--- config.mk ---
export PLATFORM = sky130hd
export DESIGN_NAME = lacc_ctrl
export DESIGN_NICKNAME = d
export VERILOG_FILES = /design/src/core/lacc_pkg.sv /design/src/core/lacc_ctrl.sv
export VERILOG_INCLUDE_DIRS = /design/src /design/src/core
export SDC_FILE = /design/constraint.sdc
export NUM_CORES = 2
export LEC_CHECK = 0
export BUFFER_PORTS_ARGS = -buffer_cell sky130_fd_sc_hd__buf_2
export CORE_UTILIZATION = 30
export DETAILED_ROUTE_END_ITERATION = 10
export SLEW_MARGIN = 20
export SYNTH_ARGS = -nofsm -noshare
export SYNTH_HDL_FRONTEND = slang
export SYNTH_SLANG_ARGS = --single-unit
export TNS_END_PERCENT = 100
--- constraint.sdc ---
create_clock -name core_clk -period 70.6 [get_ports core_clk]
set_input_delay 14.12 -clock core_clk [delete_from_list [all_inputs] [get_ports core_clk]]
set_output_delay 14.12 -clock core_clk [all_outputs]
set_load 0.01 [all_outputs]
--- src/core/lacc_consts.svh ---
// Offsets, field positions, reset values and timing counts of the charge phase controller
`ifndef LACC_CONSTS_SVH
`define LACC_CONSTS_SVH
`define LACC_OFF_CTRL 8'h00
`define LACC_OFF_ICHG 8'h04
`define LACC_OFF_VCHG 8'h08
`define LACC_OFF_ABS_DELTA 8'h0C
`define LACC_OFF_EQ_DELTA 8'h10
`define LACC_OFF_MAX_ABS 8'h14
`define LACC_OFF_MAX_EQ 8'h18
`define LACC_OFF_CX_THR 8'h1C
`define LACC_OFF_TREG_START 8'h20
`define LACC_OFF_TREG_END 8'h24
`define LACC_OFF_STATUS 8'h28
`define LACC_OFF_ALERT 8'h2C
`define LACC_OFF_APPLIED 8'h30
`define LACC_CTRL_SUSPEND 0
`define LACC_CTRL_EQ_REQ 1
`define LACC_CTRL_COMP_EN 2
`define LACC_CTRL_ALERT_EN 3
`define LACC_CTRL_ARM_LSB 4
`define LACC_ARM_VALUE 4'hA
`define LACC_RST_ICHG 5'h1F
`define LACC_RST_VCHG 6'h15
`define LACC_RST_ABS_DELTA 6'h15
`define LACC_RST_EQ_DELTA 6'h2A
`define LACC_RST_MAX_ABS 16'h2A30
`define LACC_RST_MAX_EQ 16'h0E10
`define LACC_RST_CX_THR 16'h0100
`define LACC_RST_TREG_START 16'h0078
`define LACC_RST_TREG_END 16'h007D
`define LACC_ICODE_MAX 5'h1F
`define LACC_EQ_LIMIT 7'h3F
`define LACC_THERM_COLD 16'h53BD
`define LACC_THERM_HOT 16'h0390
`define LACC_STEP_US 400
`define LACC_CLK_MHZ 100
`define LACC_STEP_CYCLES (`LACC_STEP_US * `LACC_CLK_MHZ)
`define LACC_SEC_CYCLES 100000000
`endif

--- src/core/lacc_pkg.sv ---
// Types shared by the charge phase controller
package lacc_pkg;
    typedef enum logic [2:0] {
        LACC_ABSORB = 3'b001,
        LACC_CONT = 3'b010,
        LACC_EQUAL = 3'b100
    } lacc_phase_t;
endpackage : lacc_pkg

--- src/core/lacc_ctrl.sv ---
// Lead-acid charge phase controller with APB register slave
`timescale 1ns/1ps
`default_nettype none
`include "lacc_consts.svh"
module lacc_ctrl #(
    parameter int STEP_CYCLES = `LACC_STEP_CYCLES,
    parameter int SEC_CYCLES = `LACC_SEC_CYCLES,
    parameter bit FIXED_SETTINGS = 1'b0,
    parameter logic [15:0] THERM_25C = 16'h2B00,
    parameter int COMP_SHIFT = 10
) (
    input wire logic core_clk,
    input wire logic reset_n,
    input wire logic psel,
    input wire logic penable,
    input wire logic pwrite,
    input wire logic [7:0] paddr,
    input wire logic [31:0] pwdata,
    output logic [31:0] prdata,
    output logic pready,
    output logic pslverr,
    input wire logic [15:0] die_temp,
    input wire logic [15:0] thermistor_code,
    input wire logic [15:0] battery_current,
    input wire logic cv_reached,
    input wire logic input_above_battery,
    input wire logic input_above_hysteresis,
    input wire logic input_above_wake_level,
    input wire logic input_above_1v,
    input wire logic reference_biased,
    input wire logic missing_frequency_resistor,
    input wire logic internal_supply_good,
    input wire logic thermal_shutdown,
    input wire logic [1:0] cells0_strap,
    input wire logic [1:0] cells1_strap,
    output logic [4:0] icharge_code,
    output logic [6:0] vcharge_code,
    output logic [2:0] cell_multiplier,
    output logic charge_enable,
    output logic ship_mode
);
    // Two-flop synchronisers for every pin-side input
    logic [60:0] sync1;
    logic [60:0] sync2;
    always_ff @(posedge core_clk or negedge reset_n) begin
        if (!reset_n) begin
            sync1 <= '0;
            sync2 <= '0;
        end else begin
            sync1 <= {die_temp, thermistor_code, battery_current, cv_reached,
                      input_above_battery, input_above_hysteresis, input_above_wake_level,
                      input_above_1v, reference_biased, missing_frequency_resistor,
                      internal_supply_good, thermal_shutdown, cells0_strap, cells1_strap};
            sync2 <= sync1;
        end
    end
    wire logic [15:0] s_die = sync2[60:45];
    wire logic [15:0] s_therm = sync2[44:29];
    wire logic [15:0] s_ibat = sync2[28:13];
    wire logic s_cv = sync2[12];
    wire logic s_above_bat = sync2[11];
    wire logic s_above_hyst = sync2[10];
    wire logic s_wake = sync2[9];
    wire logic s_above_1v = sync2[8];
    wire logic s_ref = sync2[7];
    wire logic s_missing_frequency_resistor = sync2[6];
    wire logic s_intvcc = sync2[5];
    wire logic s_tsd = sync2[4];
    wire logic [1:0] s_c0 = sync2[3:2];
    wire logic [1:0] s_c1 = sync2[1:0];

    function automatic logic [4:0] lacc_cap(input logic [15:0] t, input logic [15:0] lo,
                                            input logic [15:0] hi);
        logic [20:0] num;
        logic [15:0] span;
        num = '0;
        span = hi - lo;
        if (t <= lo) begin
            lacc_cap = `LACC_ICODE_MAX;
        end else if (t >= hi || span == 16'h0000) begin
            lacc_cap = 5'h00;
        end else begin
            num = 21'(t - lo) * 21'd31;
            lacc_cap = 5'd31 - 5'(num / 21'(span));
        end
    endfunction : lacc_cap

    function automatic logic [6:0] lacc_sat7(input logic signed [17:0] v);
        if (v < 0) begin
            lacc_sat7 = 7'h00;
        end else if (v > 18'sd127) begin
            lacc_sat7 = 7'h7F;
        end else begin
            lacc_sat7 = v[6:0];
        end
    endfunction : lacc_sat7

    // Settings
    logic sw_suspend;
    logic eq_req;
    logic comp_en;
    logic alert_en;
    logic [3:0] ship_arm;
    logic [4:0] ichg_set;
    logic [5:0] vchg_set;
    logic [5:0] abs_delta;
    logic [5:0] eq_delta;
    logic [15:0] max_abs;
    logic [15:0] max_eq;
    logic [15:0] cx_thr;
    logic [15:0] treg_start;
    logic [15:0] treg_end;
    logic thermal_alert;
    logic ship_restore;
    lacc_pkg::lacc_phase_t phase;
    logic eq_done;

    wire logic wr = psel && penable && pready && pwrite;
    wire logic wr_prog = wr && !FIXED_SETTINGS;

    // Cell strap decode: 0 ground, 1 mid rail, 2 logic supply
    logic [3:0] cell_count;
    logic cell_err;
    always_comb begin
        cell_err = 1'b0;
        case ({s_c1, s_c0})
            4'hA: cell_count = 4'h2;
            4'h9: cell_count = 4'h4;
            4'h8: cell_count = 4'h6;
            4'h6: cell_count = 4'h8;
            default: begin
                cell_count = 4'h0;
                cell_err = 1'b1;
            end
        endcase
    end

    // Software settings; a ship wake also restores every default
    always_ff @(posedge core_clk or negedge reset_n) begin
        if (!reset_n) begin
            sw_suspend <= 1'b0;
            comp_en <= 1'b1;
            alert_en <= 1'b0;
            ship_arm <= 4'h0;
            ichg_set <= `LACC_RST_ICHG;
            vchg_set <= `LACC_RST_VCHG;
            abs_delta <= `LACC_RST_ABS_DELTA;
            eq_delta <= `LACC_RST_EQ_DELTA;
            max_abs <= `LACC_RST_MAX_ABS;
            max_eq <= `LACC_RST_MAX_EQ;
            cx_thr <= `LACC_RST_CX_THR;
            treg_start <= `LACC_RST_TREG_START;
            treg_end <= `LACC_RST_TREG_END;
        end else if (ship_restore) begin
            sw_suspend <= 1'b0;
            comp_en <= 1'b1;
            alert_en <= 1'b0;
            ship_arm <= 4'h0;
            ichg_set <= `LACC_RST_ICHG;
            vchg_set <= `LACC_RST_VCHG;
            abs_delta <= `LACC_RST_ABS_DELTA;
            eq_delta <= `LACC_RST_EQ_DELTA;
            max_abs <= `LACC_RST_MAX_ABS;
            max_eq <= `LACC_RST_MAX_EQ;
            cx_thr <= `LACC_RST_CX_THR;
            treg_start <= `LACC_RST_TREG_START;
            treg_end <= `LACC_RST_TREG_END;
        end else if (wr) begin
            case (paddr)
                `LACC_OFF_CTRL: begin
                    sw_suspend <= pwdata[`LACC_CTRL_SUSPEND];
                    alert_en <= pwdata[`LACC_CTRL_ALERT_EN];
                    ship_arm <= pwdata[`LACC_CTRL_ARM_LSB +: 4];
                    if (!FIXED_SETTINGS) begin
                        comp_en <= pwdata[`LACC_CTRL_COMP_EN];
                    end
                end
                `LACC_OFF_ICHG: ichg_set <= pwdata[4:0];
                `LACC_OFF_VCHG: if (wr_prog) vchg_set <= pwdata[5:0];
                `LACC_OFF_ABS_DELTA: if (wr_prog) abs_delta <= pwdata[5:0];
                `LACC_OFF_EQ_DELTA: if (wr_prog) eq_delta <= pwdata[5:0];
                `LACC_OFF_MAX_ABS: if (wr_prog) max_abs <= pwdata[15:0];
                `LACC_OFF_MAX_EQ: if (wr_prog) max_eq <= pwdata[15:0];
                `LACC_OFF_CX_THR: cx_thr <= pwdata[15:0];
                `LACC_OFF_TREG_START: treg_start <= pwdata[15:0];
                `LACC_OFF_TREG_END: treg_end <= pwdata[15:0];
                default: ;
            endcase
        end
    end

    // Equalize request: hardware clear on phase end, software may set
    wire logic eq_wr = wr && paddr == `LACC_OFF_CTRL;
    always_ff @(posedge core_clk or negedge reset_n) begin
        if (!reset_n) begin
            eq_req <= 1'b0;
        end else if (ship_restore) begin
            eq_req <= 1'b0;
        end else if (eq_wr) begin
            eq_req <= pwdata[`LACC_CTRL_EQ_REQ];
        end else if (eq_done) begin
            eq_req <= 1'b0;
        end
    end

    // Thermal regulation
    wire logic [4:0] therm_cap = lacc_cap(s_die, treg_start, treg_end);
    wire logic therm_active = therm_cap < `LACC_ICODE_MAX;
    always_ff @(posedge core_clk or negedge reset_n) begin
        if (!reset_n) begin
            thermal_alert <= 1'b0;
        end else if (ship_restore || !alert_en) begin
            thermal_alert <= 1'b0;
        end else if (therm_active) begin
            thermal_alert <= 1'b1;
        end else if (wr && paddr == `LACC_OFF_ALERT && !pwdata[0]) begin
            thermal_alert <= 1'b0;
        end
    end

    // Suspend and re-enable
    wire logic fault = sw_suspend || !s_above_bat || s_tsd || s_missing_frequency_resistor || !s_intvcc
                       || !s_wake || cell_err;
    always_ff @(posedge core_clk or negedge reset_n) begin
        if (!reset_n) begin
            charge_enable <= 1'b0;
        end else if (fault) begin
            charge_enable <= 1'b0;
        end else if (s_above_hyst) begin
            charge_enable <= 1'b1;
        end
    end

    // Second tick for phase timers
    logic [31:0] sec_cnt;
    wire logic sec_tick = sec_cnt == 32'(SEC_CYCLES - 1);
    always_ff @(posedge core_clk or negedge reset_n) begin
        if (!reset_n) begin
            sec_cnt <= '0;
        end else begin
            sec_cnt <= sec_tick ? '0 : sec_cnt + 32'h1;
        end
    end

    // Charge phases
    logic [15:0] phase_timer;
    assign eq_done = phase == lacc_pkg::LACC_EQUAL && phase_timer >= max_eq;
    wire logic abs_done = phase_timer >= max_abs || s_ibat < cx_thr;
    always_ff @(posedge core_clk or negedge reset_n) begin
        if (!reset_n) begin
            phase <= lacc_pkg::LACC_ABSORB;
            phase_timer <= '0;
        end else if (!charge_enable || ship_restore) begin
            phase <= lacc_pkg::LACC_ABSORB;
            phase_timer <= '0;
        end else begin
            case (phase)
                lacc_pkg::LACC_ABSORB: begin
                    if (abs_done) begin
                        phase <= lacc_pkg::LACC_CONT;
                        phase_timer <= '0;
                    end else if (s_cv && sec_tick) begin
                        phase_timer <= phase_timer + 16'h1;
                    end
                end
                lacc_pkg::LACC_CONT: begin
                    if (eq_req) begin
                        phase <= lacc_pkg::LACC_EQUAL;
                    end
                    phase_timer <= '0;
                end
                lacc_pkg::LACC_EQUAL: begin
                    if (eq_done) begin
                        phase <= lacc_pkg::LACC_CONT;
                        phase_timer <= '0;
                    end else if (sec_tick) begin
                        phase_timer <= phase_timer + 16'h1;
                    end
                end
                default: phase <= lacc_pkg::LACC_ABSORB;
            endcase
        end
    end

    // Voltage target; per-6V code, 28.571mV per step
    logic [6:0] base_code;
    logic signed [17:0] comp_ofs;
    always_comb begin
        case (phase)
            lacc_pkg::LACC_ABSORB: base_code = {1'b0, vchg_set} + {1'b0, abs_delta};
            lacc_pkg::LACC_EQUAL: begin
                base_code = {1'b0, vchg_set} + {1'b0, eq_delta};
                if (base_code > `LACC_EQ_LIMIT) base_code = `LACC_EQ_LIMIT;
            end
            default: base_code = {1'b0, vchg_set};
        endcase
        comp_ofs = 18'sd0;
        // Straight-line slope; thermistor curve error is accepted
        if (comp_en && s_therm < `LACC_THERM_COLD && s_therm > `LACC_THERM_HOT) begin
            comp_ofs = 18'(($signed({2'b00, s_therm}) - $signed({2'b00, THERM_25C}))
                       >>> COMP_SHIFT);
        end
    end

    // Current ramp, one code per step interval
    logic [31:0] step_cnt;
    wire logic [4:0] i_target = ichg_set < therm_cap ? ichg_set : therm_cap;
    always_ff @(posedge core_clk or negedge reset_n) begin
        if (!reset_n) begin
            step_cnt <= '0;
            icharge_code <= 5'h00;
        end else if (!charge_enable) begin
            step_cnt <= '0;
            icharge_code <= 5'h00;
        end else if (step_cnt >= 32'(STEP_CYCLES - 1)) begin
            step_cnt <= '0;
            if (icharge_code < i_target) icharge_code <= icharge_code + 5'h1;
            else if (icharge_code > i_target) icharge_code <= icharge_code - 5'h1;
        end else begin
            step_cnt <= step_cnt + 32'h1;
        end
    end

    always_ff @(posedge core_clk or negedge reset_n) begin
        if (!reset_n) begin
            vcharge_code <= 7'h00;
            cell_multiplier <= 3'h0;
        end else begin
            vcharge_code <= lacc_sat7(18'(base_code) + comp_ofs);
            cell_multiplier <= cell_count[3:1];
        end
    end

    // Ship mode: enter when armed and input gone, wake restores defaults
    always_ff @(posedge core_clk or negedge reset_n) begin
        if (!reset_n) begin
            ship_mode <= 1'b0;
            ship_restore <= 1'b0;
        end else begin
            ship_restore <= 1'b0;
            if (!ship_mode && ship_arm == `LACC_ARM_VALUE && !s_above_1v) begin
                ship_mode <= 1'b1;
            end else if (ship_mode && s_above_1v && s_ref && s_wake) begin
                ship_mode <= 1'b0;
                ship_restore <= 1'b1;
            end
        end
    end

    // APB slave, one wait state so read data comes from a flop
    logic [31:0] rd_mux;
    logic rd_bad;
    always_comb begin
        rd_bad = 1'b0;
        case (paddr)
            `LACC_OFF_CTRL: rd_mux = {24'h0, ship_arm, alert_en, comp_en, eq_req, sw_suspend};
            `LACC_OFF_ICHG: rd_mux = {27'h0, ichg_set};
            `LACC_OFF_VCHG: rd_mux = {26'h0, vchg_set};
            `LACC_OFF_ABS_DELTA: rd_mux = {26'h0, abs_delta};
            `LACC_OFF_EQ_DELTA: rd_mux = {26'h0, eq_delta};
            `LACC_OFF_MAX_ABS: rd_mux = {16'h0, max_abs};
            `LACC_OFF_MAX_EQ: rd_mux = {16'h0, max_eq};
            `LACC_OFF_CX_THR: rd_mux = {16'h0, cx_thr};
            `LACC_OFF_TREG_START: rd_mux = {16'h0, treg_start};
            `LACC_OFF_TREG_END: rd_mux = {16'h0, treg_end};
            `LACC_OFF_STATUS: rd_mux = {21'h0, cell_count, cell_err, phase, ship_mode,
                                        !charge_enable, therm_active};
            `LACC_OFF_ALERT: rd_mux = {31'h0, thermal_alert};
            `LACC_OFF_APPLIED: rd_mux = {20'h0, vcharge_code, icharge_code};
            default: begin
                rd_mux = 32'h0;
                rd_bad = 1'b1;
            end
        endcase
    end
    always_ff @(posedge core_clk or negedge reset_n) begin
        if (!reset_n) begin
            pready <= 1'b0;
            pslverr <= 1'b0;
            prdata <= 32'h0;
        end else begin
            pready <= psel && penable && !pready;
            pslverr <= psel && penable && !pready && rd_bad;
            if (psel && penable && !pready && !pwrite) prdata <= rd_mux;
        end
    end

    property p_cap_zero;
        @(posedge core_clk) disable iff (!reset_n)
        (s_die >= treg_end && treg_end > treg_start) |-> therm_cap == 5'h00;
    endproperty
    a_cap_zero: assert property (p_cap_zero) else $error("cap not zero at end temp");
    // Cycles spent above target without a downward step
    logic [31:0] down_wait;
    logic [4:0] icode_prev;
    always_ff @(posedge core_clk or negedge reset_n) begin
        if (!reset_n) begin
            down_wait <= '0;
            icode_prev <= 5'h00;
        end else begin
            icode_prev <= icharge_code;
            if (!charge_enable || icharge_code <= i_target || icharge_code < icode_prev) begin
                down_wait <= '0;
            end else begin
                down_wait <= down_wait + 32'h1;
            end
        end
    end
    property p_cap_bound;
        @(posedge core_clk) disable iff (!reset_n)
        down_wait <= 32'(STEP_CYCLES);
    endproperty
    a_cap_bound: assert property (p_cap_bound) else $error("current not lowered");
    property p_alert;
        @(posedge core_clk) disable iff (!reset_n)
        alert_en && therm_active && !ship_restore |=> thermal_alert;
    endproperty
    a_alert: assert property (p_alert) else $error("thermal alert not latched");
    property p_suspend;
        @(posedge core_clk) disable iff (!reset_n)
        fault |=> !charge_enable;
    endproperty
    a_suspend: assert property (p_suspend) else $error("charging not suspended");
    property p_reenable;
        @(posedge core_clk) disable iff (!reset_n)
        !charge_enable && !s_above_hyst |=> !charge_enable;
    endproperty
    a_reenable: assert property (p_reenable) else $error("enabled without hysteresis");
    property p_abs_start;
        @(posedge core_clk) disable iff (!reset_n)
        $rose(charge_enable) |-> phase == lacc_pkg::LACC_ABSORB && phase_timer == 16'h0;
    endproperty
    a_abs_start: assert property (p_abs_start) else $error("cycle not in absorb");
    property p_abs_hold;
        @(posedge core_clk) disable iff (!reset_n)
        phase == lacc_pkg::LACC_ABSORB && !s_cv && !abs_done && charge_enable
        |=> $stable(phase_timer);
    endproperty
    a_abs_hold: assert property (p_abs_hold) else $error("absorb timer ran in CC");
    property p_eq_end;
        @(posedge core_clk) disable iff (!reset_n)
        eq_done && charge_enable && !ship_restore
        |=> phase == lacc_pkg::LACC_CONT && (!eq_req || $past(eq_wr));
    endproperty
    a_eq_end: assert property (p_eq_end) else $error("equalize end wrong");
    property p_eq_clamp;
        @(posedge core_clk) disable iff (!reset_n)
        phase == lacc_pkg::LACC_EQUAL |-> base_code <= `LACC_EQ_LIMIT;
    endproperty
    a_eq_clamp: assert property (p_eq_clamp) else $error("equalize above limit");
    property p_ship;
        @(posedge core_clk) disable iff (!reset_n)
        $rose(ship_mode) |-> $past(ship_arm) == `LACC_ARM_VALUE && !$past(s_above_1v);
    endproperty
    a_ship: assert property (p_ship) else $error("ship mode without arm");
endmodule : lacc_ctrl
`default_nettype wire

After elaboration in Yosys (flattened, before gate mapping)
Cells that the tools add are included.

$add $sub $neg: 12. $mul: 1. Div/mod/pow operators: 1. Order comparisons: 15. Eq/ne operators: 28. Mux-type cells: 81. Reduce and logical (&&, ||, !) cells: 71.

Operators by type and width (number): 16-bit two-way mux (20); 16-bit case mux with 13 select lines (1); 32-bit two-way mux (3); 32-bit by 1-bit adder with 32-bit output (second input constant) (2); 6-bit two-way mux (9); 5-bit two-way mux (10); 16-bit >= comparator (3); 16-bit case mux with 3 select lines (1); 8-bit by 6-bit == test with 1-bit output (second input constant) (5); 32-bit by 27-bit == test with 1-bit output (second input constant) (1); 8-bit by 5-bit == test with 1-bit output (second input constant) (4); 32-bit by 16-bit >= comparator with 1-bit output (second input constant) (1); 2-bit nonzero test (13); 1-bit two-way mux (23); 2-bit AND reduction (11); 21-bit by 16-bit divider with 21-bit output (1); 17-bit by 6-bit multiplier with 21-bit output (second input constant) (1); 7-bit two-way mux (3); 7-bit by 18-bit adder with 18-bit output (1); 18-bit by 8-bit greater-than comparator with 1-bit output (second input constant) (1); 1-bit logical AND (18); 18-bit by 1-bit less-than comparator with 1-bit output (second input constant) (1); 18-bit two-way mux (1); 16-bit by 14-bit subtractor with 17-bit output (second input constant) (1); 42 further kinds (74).

Bits in registers: 369. Bits of input ports: 106. Output and inout bits: 51. Logic and storage cells: 239.

Depth between registers and ports, before layout
Depth after elaboration: 13. Depth in mapped cells: 280.

Worst setup path before layout
Ideal clock, no wire load.

Kind: reg-to-reg. From: reg treg_start[1]. To: reg icharge_code[4]. Data arrival time: 51911 ps. Data required time: 70505 ps. Slack: 18594 ps. Stages on the path, launching flop included: 265. Buffers on the path: 16. Clock period less this slack: 52006 ps. Cells stage by stage: dfrtp_1 -> inv_1 -> ha_1 -> nor2b_1 -> o21ai_0 -> a21boi_0 -> o21ai_0 -> a21boi_0 -> o21ai_0 -> a21boi_0 -> o21ai_0 -> a21boi_0 -> o21ai_0 -> a21oi_1 -> o21ai_0 -> a21boi_0 -> o21a_1 -> nor2_1 -> [229 not listed] -> nand2_1 -> nor4_1 -> a21bo_2 -> mux2_2 -> ha_1 -> nor2b_1 -> o21a_1 -> o21a_1 -> o21ai_0 -> nand2b_1 -> fa_1 -> a21o_1 -> a21oi_1 -> xor2_1 -> nand2_1 -> nand2_1 -> nand2_1 -> o31ai_1.

Cells in the longest elaborated chain, start to end: 12.

Ends and longest elaborated chain: start, declared (line lacc_ctrl.sv:111) `logic [15:0] treg_start;`; start signal, assigned (line lacc_ctrl.sv:152) `` treg_start <= `LACC_RST_TREG_START; ``; start signal, assigned (line lacc_ctrl.sv:166) `` treg_start <= `LACC_RST_TREG_START; ``; start signal, assigned (line lacc_ctrl.sv:185) `` `LACC_OFF_TREG_START: treg_start <= pwdata[15:0]; ``; 16-bit by 16-bit subtractor with 17-bit output (line lacc_ctrl.sv:83) `num = 21'(t - lo) * 21'd31;`; 17-bit by 6-bit multiplier with 21-bit output (line lacc_ctrl.sv:83); 21-bit by 16-bit divider with 21-bit output (line lacc_ctrl.sv:84) `lacc_cap = 5'd31 - 5'(num / 21'(span));`; 5-bit subtractor (line lacc_ctrl.sv:84); 5-bit two-way mux (line lacc_ctrl.sv:80) `end else if (t >= hi || span == 16'h0000) begin`; 5-bit two-way mux * (line lacc_ctrl.sv:78) `if (t <= lo) begin`; 5-bit less-than comparator (line lacc_ctrl.sv:307) `wire logic [4:0] i_target = ichg_set < therm_cap ? ichg_set : therm_cap;`; 5-bit two-way mux * (line lacc_ctrl.sv:307); 5-bit less-than comparator (line lacc_ctrl.sv:317) `if (icharge_code < i_target) icharge_code <= icharge_code + 5'h1;`; 5-bit two-way mux (line lacc_ctrl.sv:317); 5-bit two-way mux (line lacc_ctrl.sv:315) `end else if (step_cnt >= 32'(STEP_CYCLES - 1)) begin`; 5-bit two-way mux (line lacc_ctrl.sv:312) `end else if (!charge_enable) begin`; end signal, assigned (line lacc_ctrl.sv:317); end signal, assigned (line lacc_ctrl.sv:318) `else if (icharge_code > i_target) icharge_code <= icharge_code - 5'h1;`; end, declared (line lacc_ctrl.sv:36) `output logic [4:0] icharge_code,`.

Every way passes the cells marked *; elsewhere a longest branch is shown, timed or not. The select of a mux whose other input is x is not followed. A chain may end at the register's enable or synchronous reset.

Worst setup path in the final report
Ends and elaborated chain as after synthesis.

==> qor.yml <==
routing:
  met1_length_um: 42300
  post-route-drc-count: 0
  drt_iter0_drc: 2024
  finalWirelength_um: 94600
  route.met2.wl_um: 45000
  dr.max_layer_used: "met5"
  met3_routed_length_um: 5140
  first_pass_iters: 9
  vias: 28100
  viasPerCell: 5.33
  postRouteAntennaNets: 0
  wl_per_cell_um: 17.9
clock_tree:
  cts_setup_buffers: 0
  postCtsResizedCells: 0
  worst_setup_hold_path_clk_slew_ns: 0.08
  cts.hold.buffers_added: 0
  tritoncts: "built"
  clock_insertion_delay_worst_skew_ns: 0.60
  clock_tree.buffer_depth: 3
  htree_num_levels: 1
  cts_sinks: 353
  cts_buffers: 31
  ctsRootBufferMaster: "sky130_fd_sc_hd__clkbuf_16"
critical_path:
  worstSetupEndpointType: "flip-flop"
  setup_slack_of_the_worst_register_to_register_path_ns: 9.36
  cp_data_required_time_ns: 71.10
  startpoint_of_the_worst_slack_reg_to_reg_timing_path: "treg_start[1]$_DFFE_PN0P_"
  timing.critical_path.to: "icharge_code[4]$_DFFE_PN0P_"
  cpPeakStageDelay_ns: 0.71
  worst_path_most_repeated_cell: "sky130_fd_sc_hd__o21ai_0"
  crit_path_top_delay_cell: "sky130_fd_sc_hd__or3_1"
  worstPathMaxFanout: 30
  critical_path.startpoint_type: "flip-flop"
  rr_worst_depth: 255
  arrival_ns: 61.74
  timing_worst_setup_path_type: "flip-flop to flip-flop"
  crit_start: "treg_start[1]$_DFFE_PN0P_"
  worst_r2r_endpoint: "icharge_code[4]$_DFFE_PN0P_"
synth:
  synth.yosys.warnings: 0
  synth-edff-count: 0
  synth-main-ff-cell: "sky130_fd_sc_hd__dfrtp_1"
  xor_xnor_share_of_the_synthesized_area_pct: 5.67
  muxShareOfSynthArea_pct: 2.78
  synth.cell_area_sq_mm: 0.0318
  seq_area_frac_synth_pct: 27.9
  syn-instance-count: 3744
  synth-seq-cells: 353
  asyncSetResetFlopFracSynth_pct: 100
  synth_simple_gate_area_share_pct: 18.7
  post_synth_fa_ha_maj_area_fraction_pct: 18.2
  synth_top_family_by_area: "compound AO/OA/AOI/OAI gates"
  synthDistinctLibCells: 107
  post_synth.cell_area_avg_sq_um: 8.50
  complex_gate_fraction_of_the_synthesized_area_pct: 22.3
global_route:
  grt_antenna_before_repair: 6
  grt_max_degree: 88
  number_of_global_route_vias_before_repair: 27000
  overflow: 0
  groute.usage.overall_pct: 17.2
  grt_pass1_wl_um: 150000
outcome:
  run_status: "finished, final reports clean"
placement:
  gp_routability_congestion: 0.904
  placement.io_buffers: 124
  dpl_cells: 5218
  post-dp-hpwl_um: 72700
sta:
  fmax_ghz: 0.0163
  period_needed_ns: 61.24
  slew_headroom_pct: 25.8
  slew_viol_final: 0
  min_period_over_period_pct: 86.7
  setup_repair_after_global_routing_missed_its_margin: "no"
  fin_worst_skew_ns: 0.0273
  final_total_negative_setup_slack_ns: 0
  report.final.setup_viol: 0
  tightestPinTransition_ns: 1.11
  final_hold_viol_count: 0
job:
  maxCapViolations: 0
floorplanning:
  boundaryPins: 157
  initial_core_util_pct: 30.2
  rows: 119
  floorplan.die.height_um: 328
  core_area_sq_mm: 0.105
  die-width_um: 328
  die-area_sq_mm: 0.107
final_layout:
  nets: 4399
  layout-drive-gt1-share_pct: 10.5
  multi_input_comb_area_sq_mm: 0.0217
  fillers: 10900
  area_delta_synth_final_pct: 10.8
  layout.cells.non_filler: 5278
  layout.area.seq_sq_mm: 0.00888
worst_hold_path:
  holdCritPathClass: "flip-flop to flip-flop"
==> metal layers <==
layer  track usage [%]  vias up
met5                 0        -
met4              4.21       10
met3              1.88      117
met2              29.6      748
met1              22.9    13500
li1                  -    13800
==> cells in the final DEF, fill, tap and decap left out, drive strengths merged, types with 31 or more instances in the layout <==
| master | netlist | layout |
|---|---|---|
| nand2 | 433 | 433 |
| ha | 386 | 386 |
| dfrtp | 317 | 317 |
| nor2 | 304 | 304 |
| a21oi | 284 | 284 |
| inv | 245 | 249 |
| buf | 34 | 167 |
| o21ai | 155 | 155 |
| nand3 | 126 | 126 |
| a21o | 120 | 120 |
| xnor2 | 117 | 117 |
| nor3 | 104 | 104 |
| o21a | 96 | 96 |
| xor2 | 89 | 89 |
| mux2 | 64 | 64 |
| o211ai | 53 | 53 |
| fa | 47 | 47 |
| and3 | 42 | 42 |
| nor4 | 41 | 41 |
| nand4 | 37 | 37 |
| a22oi | 36 | 36 |
| dfstp | 36 | 36 |
| o31ai | 34 | 34 |
| conb | 1 | 32 |
| a31oi | 32 | 32 |
| or3 | 32 | 32 |
| clkbuf | 81 | 31 |
==> sequential cells by signal, summed over array words and instances, names as in the netlist, 3 cells and up <==
| signal | flops |
|---|---|
| sync2 | 61 |
| ship_arm | 4 |
| prdata | 16 |
| step_cnt | 32 |
| max_eq | 16 |
| treg_start | 16 |
| icharge_code | 5 |
| sec_cnt | 32 |
| cell_multiplier | 3 |
| ichg_set | 5 |
| treg_end | 16 |
| max_abs | 16 |
| abs_delta | 6 |
| phase_timer | 16 |
| sync1 | 61 |
| phase | 3 |
| cx_thr | 16 |
| vchg_set | 6 |
| eq_delta | 6 |
| vcharge_code | 7 |
==> Yosys cell counts (all sizes together) (25+ instances only) <==
master	n	area (sq um)
and2	25	156
clkbuf	81	304
or3	32	210
nand2b	28	175
mux2	64	724
nand3	126	653
xor2	89	780
nor4	41	284
dfstp	36	946
buf	34	210
a22oi	36	270
nor3	104	536
nor2b	26	163
nand4	37	231
and3	42	263
nand2	433	1630
nor2	304	1140
a21o	120	901
a31oi	32	206
o31ai	34	274
fa	47	941
o21a	96	722
inv	245	920
dfrtp	317	7930
o211ai	53	398
ha	386	4830
a211oi	28	243
xnor2	117	1020
a21oi	284	1430
o21ai	155	795
==> cells by family after synthesis <==
| family | Yosys count |
|---|---|
| muxes | 80 |
| xor gates and xnor gates | 206 |
| buffers and inverters | 360 |
| and+or+nand+nor | 1266 |
| AOI/OAI and AO/OA | 1044 |
| other | 1 |
| adders and majority gates | 434 |
| DFF | 353 |
==> how the worst min path moves through the flow <==
stage,slack (ns),to,cells past startpoint,from
finish,0.34,sync2[43]$_DFF_PN0_,0,sync1[43]$_DFF_PN0_
global route,0.35,sync2[22]$_DFF_PN0_,0,sync1[22]$_DFF_PN0_
CTS,0.34,sync2[43]$_DFF_PN0_,0,sync1[43]$_DFF_PN0_
detailed placement,0.33,sync2[0]$_DFF_PN0_,0,sync1[0]$_DFF_PN0_
global placement,0.33,sync2[52]$_DFF_PN0_,0,sync1[52]$_DFF_PN0_
floorplan,0.33,sync2[0]$_DFF_PN0_,0,sync1[0]$_DFF_PN0_
==> critical path: cells and delay by family (launching register included) <==
family                     cells  cell delay, ns
and+or+nand+nor               63           13.58
adders and majority gates     28            9.60
muxes                          5            1.68
DFF                            1            0.44
AOI/OAI and AO/OA            147           33.26
buffers and inverters          9            1.45
xor gates and xnor gates       3            0.93
==> final cells by class <==
| class | instances | area share, % |
|---|---|---|
| sequential | 353 | 25.2 |
| timing repair buffer | 167 | 2.71 |
| multi-input combinational | 3062 | 61.6 |
| tap | 1391 | 4.94 |
| clock buffer | 31 | 2.20 |
| clock inverter | 27 | 0.784 |
| inverter | 245 | 2.61 |
| antenna | 2 | 0.0142 |
==> stage by stage <==
step	util (%)	setup slack (ns)	hold slack, ns	area [sq um]
floorplan	-	18.59	0.331	31900
global placement	32.5	10.88	0.333	34200
detailed placement	32.5	10.11	0.335	34200
CTS	33.5	9.90	0.343	35200
global route	33.5	4.07	0.354	35300
finish	33.5	9.36	0.341	35300
Power is left out: the tool's default activity adds up to more than one toggle a clock period on the data nets, which glitch-free logic cannot reach.
